[src/hdl/periph_map_regs.svh]
/*
 Address map, vector numbers and vector word addresses for the system glue block.
 Assumes a 16-bit data-space address from the processor core and 2-word vector slots.
*/
`ifndef PERIPH_MAP_REGS_SVH
`define PERIPH_MAP_REGS_SVH

////////////////////////////////////////////////////////////////////////////////
// Peripheral bases and window sizes
`define VPORT_BASE 16'h0000
`define VPORT_STEP 16'h0004
`define VPORT_LAST 16'h0014
`define GPIO_BASE 16'h001C
`define GPIO_SIZE 16'h0004
`define SCAN_BASE 16'h0120
`define SCAN_SIZE 16'h0020
`define USART_BASE 16'h0800
`define USART_STEP 16'h0020
`define USART_LAST 16'h0860
`define TCA_BASE 16'h0A00
`define TCA_SIZE 16'h0080
`define TCB_BASE 16'h0A80
`define TCB_STEP 16'h0010
`define TCB_LAST 16'h0AB0

////////////////////////////////////////////////////////////////////////////////
// Vector numbers and program word addresses
`define VEC_NUM_RESET 5'h00
`define VEC_NUM_SCAN 5'h01
`define VEC_NUM_VLM 5'h02
`define VEC_NUM_RTC 5'h03
`define VEC_ADDR_RESET 8'h00
`define VEC_ADDR_SCAN 8'h02
`define VEC_ADDR_VLM 8'h04
`define VEC_ADDR_RTC 8'h06

`endif

[src/hdl/periph_map_pkg.sv]
/*
 Types shared by the address decoder and the interrupt glue.
 Assumes nothing beyond a SystemVerilog elaborator.
*/
package periph_map_pkg;

  // Peripheral groups that the decoder can select
  typedef enum logic [3:0] {
    PERIPH_NONE = 4'h0,
    PERIPH_VPORT = 4'h1,
    PERIPH_GPIO = 4'h2,
    PERIPH_SCAN = 4'h3,
    PERIPH_USART = 4'h4,
    PERIPH_TCA = 4'h5,
    PERIPH_TCB = 4'h6
  } periph_id_t;

  // Interrupt source index into flag and enable vectors
  typedef enum logic [1:0] {
    SRC_SCAN = 2'h0,
    SRC_VLM = 2'h1,
    SRC_RTC_OVF = 2'h2,
    SRC_RTC_CMP = 2'h3
  } irq_src_t;

  // Start-up sequencing
  typedef enum logic {
    ST_BOOT = 1'b0,
    ST_RUN = 1'b1
  } run_state_t;

endpackage : periph_map_pkg

[src/hdl/decode_if.sv]
/*
 Carrier between the glue top and its address decoder.
 Assumes a purely combinational decoder on the far modport.
*/
`timescale 1ns/1ps
interface decode_if;
  logic [15:0] addr;
  periph_map_pkg::periph_id_t id;
  logic [2:0] inst;
  logic hit;

  modport requester (output addr, input id, input inst, input hit);
  modport decoder (input addr, output id, output inst, output hit);
endinterface : decode_if

[src/hdl/periph_decode_irq_vector_map.sv]
/*
 System glue: peripheral select decode, interrupt flags/enables, vector mapping.
 Assumes event, clear and enable-write strobes come from logic on ref_clk_i.
*/
`timescale 1ns/1ps
`include "periph_map_regs.svh"
module periph_decode_irq_vector_map #(
  parameter bit LARGE_PACKAGE = 1'b1,
  parameter int NUM_SRC = 4
) (
  input wire logic ref_clk_i,
  input wire logic sys_rst_i,
  input wire logic cpu_access_i,
  input wire logic [15:0] cpu_addr_i,
  output periph_map_pkg::periph_id_t periph_sel_o,
  output logic [2:0] periph_inst_o,
  output logic periph_hit_o,
  input wire logic [NUM_SRC-1:0] src_event_i,
  input wire logic [NUM_SRC-1:0] flag_clear_i,
  input wire logic enable_wr_i,
  input wire logic [NUM_SRC-1:0] enable_data_i,
  input wire logic global_int_en_i,
  output logic [NUM_SRC-1:0] flags_o,
  output logic [NUM_SRC-1:0] enables_o,
  output logic [3:1] irq_vec_o,
  output logic pending_o,
  output logic [4:0] vector_num_o,
  output logic [7:0] vector_addr_o,
  output logic reset_entry_o
);

  ////////////////////////////////////////////////////////////////////////////////
  // Address decode, registered towards the peripherals
  decode_if dec_bus ();
  periph_map_pkg::periph_id_t sel_q;
  logic [2:0] inst_q;
  logic hit_q;

  assign dec_bus.addr = cpu_addr_i;

  peripheral_address_decoder #(
    .LARGE_PACKAGE(LARGE_PACKAGE)
  ) u_decoder (
    .dec(dec_bus)
  );

  // Select stands one cycle after the access, idle when no access
  always_ff @(posedge ref_clk_i)
  begin
    if (sys_rst_i || !cpu_access_i)
    begin
      sel_q <= periph_map_pkg::PERIPH_NONE;
      inst_q <= 3'h0;
      hit_q <= 1'b0;
    end
    else
    begin
      sel_q <= dec_bus.id;
      inst_q <= dec_bus.inst;
      hit_q <= dec_bus.hit;
    end
  end

  assign periph_sel_o = sel_q;
  assign periph_inst_o = inst_q;
  assign periph_hit_o = hit_q;

  ////////////////////////////////////////////////////////////////////////////////
  // Flag and enable bits, one cell per source
  logic [NUM_SRC-1:0] flags_q;
  logic [NUM_SRC-1:0] enables_q;
  logic [NUM_SRC-1:0] src_req;

  for (genvar i = 0; i < NUM_SRC; i++)
  begin : g_src
    // Set wins over a clear in the same cycle
    always_ff @(posedge ref_clk_i)
    begin
      if (sys_rst_i)
        flags_q[i] <= 1'b0;
      else
        flags_q[i] <= src_event_i[i] | (flags_q[i] & ~flag_clear_i[i]);
    end

    // Software-written enable bit
    always_ff @(posedge ref_clk_i)
    begin
      if (sys_rst_i)
        enables_q[i] <= 1'b0;
      else if (enable_wr_i)
        enables_q[i] <= enable_data_i[i];
    end

    assign src_req[i] = flags_q[i] & enables_q[i];
  end

  assign flags_o = flags_q;
  assign enables_o = enables_q;

  ////////////////////////////////////////////////////////////////////////////////
  // Per-vector requests; only the scanner vector bypasses the global enable
  assign irq_vec_o[1] = src_req[periph_map_pkg::SRC_SCAN];
  assign irq_vec_o[2] = src_req[periph_map_pkg::SRC_VLM] & global_int_en_i;
  assign irq_vec_o[3] = (src_req[periph_map_pkg::SRC_RTC_OVF]
                        | src_req[periph_map_pkg::SRC_RTC_CMP]) & global_int_en_i;

  ////////////////////////////////////////////////////////////////////////////////
  // Start-up: one cycle presenting the reset entry
  periph_map_pkg::run_state_t state_q;

  always_ff @(posedge ref_clk_i)
  begin
    if (sys_rst_i)
      state_q <= periph_map_pkg::ST_BOOT;
    else
    begin
      case (state_q)
        periph_map_pkg::ST_BOOT: state_q <= periph_map_pkg::ST_RUN;
        periph_map_pkg::ST_RUN: state_q <= periph_map_pkg::ST_RUN;
        default: state_q <= periph_map_pkg::ST_BOOT;
      endcase
    end
  end

  assign reset_entry_o = (state_q == periph_map_pkg::ST_BOOT);

  ////////////////////////////////////////////////////////////////////////////////
  // Vector number and word address, lowest number first
  logic [4:0] vec_d;
  logic pend_d;
  logic [4:0] vec_q;
  logic pend_q;

  always_comb
  begin
    pend_d = 1'b1;
    vec_d = `VEC_NUM_RESET;
    if (state_q == periph_map_pkg::ST_BOOT)
      vec_d = `VEC_NUM_RESET;
    else if (irq_vec_o[1])
      vec_d = `VEC_NUM_SCAN;
    else if (irq_vec_o[2])
      vec_d = `VEC_NUM_VLM;
    else if (irq_vec_o[3])
      vec_d = `VEC_NUM_RTC;
    else
      pend_d = 1'b0;
  end

  always_ff @(posedge ref_clk_i)
  begin
    if (sys_rst_i)
    begin
      vec_q <= `VEC_NUM_RESET;
      pend_q <= 1'b0;
    end
    else
    begin
      vec_q <= vec_d;
      pend_q <= pend_d;
    end
  end

  assign pending_o = pend_q;
  assign vector_num_o = vec_q;
  assign vector_addr_o = {2'b00, vec_q, 1'b0};
endmodule : periph_decode_irq_vector_map

[src/hdl/peripheral_address_decoder.sv]
/*
 Combinational base-address decoder for the peripheral map.
 Assumes the caller registers the result; absent instances on small packages miss.
*/
`timescale 1ns/1ps
`include "periph_map_regs.svh"
module peripheral_address_decoder #(
  parameter bit LARGE_PACKAGE = 1'b1
) (
  decode_if.decoder dec
);

  // True when the address falls in [base, base+size)
  function automatic logic in_window(input logic [15:0] a, input logic [15:0] base,
                                     input logic [15:0] size);
    in_window = (a >= base) && (a < 16'(base + size));
  endfunction : in_window

  ////////////////////////////////////////////////////////////////////////////////
  // Window match, instance index and package gating
  always_comb
  begin
    dec.id = periph_map_pkg::PERIPH_NONE;
    dec.inst = 3'h0;
    dec.hit = 1'b0;
    if (in_window(dec.addr, `VPORT_BASE, 16'(`VPORT_LAST + `VPORT_STEP)))
    begin
      dec.id = periph_map_pkg::PERIPH_VPORT;
      dec.inst = dec.addr[4:2];
      dec.hit = LARGE_PACKAGE || ((dec.addr[4:2] != 3'h1) && (dec.addr[4:2] != 3'h4));
    end
    else if (in_window(dec.addr, `GPIO_BASE, `GPIO_SIZE))
    begin
      dec.id = periph_map_pkg::PERIPH_GPIO;
      dec.inst = {1'b0, dec.addr[1:0]};
      dec.hit = 1'b1;
    end
    else if (in_window(dec.addr, `SCAN_BASE, `SCAN_SIZE))
    begin
      dec.id = periph_map_pkg::PERIPH_SCAN;
      dec.hit = 1'b1;
    end
    else if (in_window(dec.addr, `USART_BASE, 16'(`USART_LAST + `USART_STEP - `USART_BASE)))
    begin
      dec.id = periph_map_pkg::PERIPH_USART;
      dec.inst = {1'b0, dec.addr[6:5]};
      dec.hit = LARGE_PACKAGE || (dec.addr[6:5] != 2'h3);
    end
    else if (in_window(dec.addr, `TCA_BASE, `TCA_SIZE))
    begin
      dec.id = periph_map_pkg::PERIPH_TCA;
      dec.hit = 1'b1;
    end
    else if (in_window(dec.addr, `TCB_BASE, 16'(`TCB_LAST + `TCB_STEP - `TCB_BASE)))
    begin
      dec.id = periph_map_pkg::PERIPH_TCB;
      dec.inst = {1'b0, dec.addr[5:4]};
      dec.hit = LARGE_PACKAGE || (dec.addr[5:4] != 2'h3);
    end
  end

endmodule : peripheral_address_decoder

[config.mk]
export PLATFORM = sky130hd
export DESIGN_NAME = periph_decode_irq_vector_map
export DESIGN_NICKNAME = d
export VERILOG_FILES = /design/src/hdl/periph_map_pkg.sv /design/src/hdl/decode_if.sv /design/src/hdl/periph_decode_irq_vector_map.sv /design/src/hdl/peripheral_address_decoder.sv
export VERILOG_INCLUDE_DIRS = /design/src /design/src/hdl
export SDC_FILE = /design/constraint.sdc
export NUM_CORES = 1
export LEC_CHECK = 0
export ABC_CLOCK_PERIOD_IN_PS = 1380
export BUFFER_PORTS_ARGS = -buffer_cell sky130_fd_sc_hd__buf_4
export CAP_MARGIN = 10
export CORE_MARGIN = 1
export CORE_UTILIZATION = 38
export DETAILED_ROUTE_END_ITERATION = 6
export MAX_ROUTING_LAYER = met4
export PLACE_DENSITY = 0.8
export SYNTH_ARGS = -nofsm -noshare
export SYNTH_HDL_FRONTEND = slang
export SYNTH_HIERARCHICAL = 1
export SYNTH_SLANG_ARGS = --single-unit
[constraint.sdc]
create_clock -name ref_clk_i -period 1.38 [get_ports ref_clk_i]
set_clock_uncertainty 0.05 [all_clocks]
set_input_delay 0.276 -clock ref_clk_i [delete_from_list [all_inputs] [get_ports ref_clk_i]]
set_output_delay 0.276 -clock ref_clk_i [all_outputs]
set_load 0.03 [all_outputs]
==> key figures <==
Clock network
  – Max Root-Sink Buffers: 2
  – CTS Buf Count: 3
  – Clk sink count: 20
  – Clock Latency Late Sink: 290 ps
  – CTS Hold Bufs: 0
  – Clock root cell: clkbuf_4
  – H-tree levels: 1
  – CTS tree: built
  – Worst-path clk slew: 100 ps

Run
  – Max Cap Violations: 0

STA
  – Final hold violations: 0
  – Worst setup margin: -86.2 ps
  – RSZ-0062 raised after global routing: true
  – Final Setup Violations: 1
  – Max Slew Vio Count: 0
  – Final worst path period share: 106%
  – Fmax: 682 MHz
  – Tmin final: 1470 ps

Route
  – Vias/cell: 4.69
  – Routed WL per cell: 10.6 microns
  – Via count: 957
  – DR DRC count: 0
  – DR pass1 iterations: 4
  – Drt initial violations: 12
  – Drt total wl: 2160 microns
  – ANT nets after route: 0

Synthesis
  – Count leader, synth: dfxtp_1
  – Post-synthesis cell type count: 36
  – Yosys reg bits: 20
  – Async S/R FF share, synth: 0%
  – Top-area cell type share of the netlist area: 40.3%
  – Most frequent cells after synthesis: 20 x dfxtp_1, 12 x buf_4, 12 x nor2_1
  – Most used DFF post-synth: dfxtp_1
  – Leading area contributor after synthesis: dfxtp_1
  – Mean Syn Cell Area: 8.80 sq um
  – Synthesized area: 995 sq um
  – Sequential area share after synthesis: 40.3%
  – Synth Instances: 113
  – Number of synthesized flops with an enable pin: 0
  – Yosys warns: 6
  – Top post-synthesis cells by area: dfxtp_1 40%, buf_4 9.1%, and2_1 6.3%, nor2_1 4.5%, mux2i_1 4.0%

Critical path
  – Worst Setup EP: irq_vec_o[3]
  – Crit-path max cell delay: 330 ps
  – Startpoint type of the worst setup path: register
  – Reg2Reg Depth: 4
  – CP endpoint kind: output pin
  – CP max FO: 2
  – Critical path origin: enables_o[3]$_SDFFE_PP0P_
  – R2R Path Start: enables_o[3]$_SDFFE_PP0P_
  – Setup CP Type: register to output pin
  – Arrival time worst endpoint: 1140 ps
  – Crit-path cells: a22o_1, and2_4, buf_6
  – CP required: 1050 ps
  – Slowest-stage cell, CP: dfxtp_2
  – Worst r2r dst: pending_o$_SDFF_PP0_
  – Flop-to-flop setup slack: 250 ps

Floorplan
  – Core area: 0.00248 sq mm
  – Die W: 53.2 microns
  – DIE AREA: 0.00283 sq mm
  – Die extent in y: 53.2 microns
  – I/O pin cnt: 67
  – Initial Util: 40.2%
  – Num rows: 18

Final layout
  – Layout cell share with drive strength beyond 1: 47.7%
  – Final Core Density: 59.7%
  – Net count, final: 208
  – Fill cells: 234
  – Final instance area: 0.00148 sq mm
  – # diodes: 0
  – Area growth syn-to-layout: 48.7%

Placement
  – Post-DP HPWL: 1800 microns
  – GP Congestion: 0.821
  – Port bufs: 57
  – DP Area: 0.00141 sq mm

Worst hold path
  – Tightest Hold Check Type: input port to register

GRT
  – Met2 Track Usage GR: 30.4%
  – First-pass GRT wire length: 3220 microns
  – Vias in the first global route: 802
  – Met3 usage: 2.87%
  – Largest net degree at the start of global routing: 12
  – Layer with the highest usage: met2
  – Gr usage total: 16.2%
  – Total gr overflow: 0
  – Initial antenna violation count: 0
  – GR met1 Demand/Resource: 15.7%

Pwr
  – Pwr Density: 828 mW/mm^2
  – Tot Pwr: 1230 uW
  – Leak: 0.000739 uW
  – Peak VDD IR: 0.533 mV

Run status
  – Status: complete, but fails checks
  – Failing checks: setup timing
==> logic make-up after synthesis <==
logic type             count (synthesis)  synth area share, %
AO/OA/AOI/OAI                         19                 14.2
buffers and inverters                 22                 13.7
flip-flops                            20                 40.3
multiplexers                           4                 4.03
other                                  2                0.755
AND/OR/NAND/NOR                       46                 27.0
==> registers in the layout (all words and copies together), names as in the netlist <==
signal	count
pending_o	1
vector_num_o	2
state_q	1
periph_sel_o	4
enables_o	4
periph_inst_o	3
periph_hit_o	1
flags_o	4
==> through the flow <==
| stage | worst slack (ps) | setup TNS, ps | instances | hold WS [ps] |
|---|---|---|---|---|
| floorplan | 7.56 | 0 | 121 | 343 |
| finish | -86.2 | -86.2 | 204 | 131 |
| global placement | -88.1 | -230 | 198 | 398 |
| detailed placement | -132 | -486 | 198 | 408 |
| CTS | -78.8 | -78.8 | 204 | 126 |
| global route | -142 | -144 | 204 | 117 |
==> how the worst min path moves through the flow <==
stage          slack [ps]             from  cells after the start                    end
6_report              130   src_event_i[2]                      3  flags_o[2]$_SDFF_PP0_
5_1_grt               120   src_event_i[3]                      3  flags_o[3]$_SDFF_PP0_
4_1_cts               130   src_event_i[0]                      3  flags_o[0]$_SDFF_PP0_
3_5_place_dp          410  state_q$_DFF_P_                      1   pending_o$_SDFF_PP0_
3_3_place_gp          400  state_q$_DFF_P_                      1   pending_o$_SDFF_PP0_
2_1_floorplan         340   src_event_i[0]                      2  flags_o[0]$_SDFF_PP0_
==> critical path: cells and delay by family (launching register included) <==
family / cells / cell delay [ps]
flops: 1 / 330
buf+inv: 1 / 130
simple gates: 1 / 140
compound gates: 1 / 240
==> routing by layer <==
metal / wire length (microns) / part of all wire (%)
met4: 40 / 1.9
met2: 1100 / 51
met3: 205 / 9.5
met1: 814 / 38
met5: 0 / 0
==> what timing repair did <==
action	in CTS	in global routing
setup buffers	2	0
resized for setup	4	4
pin swaps	2	0
endpoints found under the setup margin	1	3
==> report_power, final <==
part	internal [uW]	total [uW]	switching, uW
Clock	161	325	164
Sequential	600	614	14.1
Combinational	128	287	159
==> area by class of cell <==
type	count	area (sq um)	share of cell area, %
multi-input combinational	79	490	33.2
timing repair buffer	63	477	32.2
sequential	20	408	27.6
tap	30	37.5	2.54
clock buffer	4	36.3	2.45
inverter	8	30.0	2.03
==> cell usage in the layout (no fill, tap or decap), types with 2 or more instances in the layout <==
cell	n
mux2i_1	4
clkbuf_4	3
nor2b_1	3
inv_1	8
nor3_2	2
nand2_1	7
buf_4	62
dfxtp_1	14
nand3_1	2
dfxtp_2	6
o21ai_0	2
nand4_1	2
conb_1	10
nor2_1	12
and2_1	9
a21oi_1	5
(Power assumes the default switching activity.)
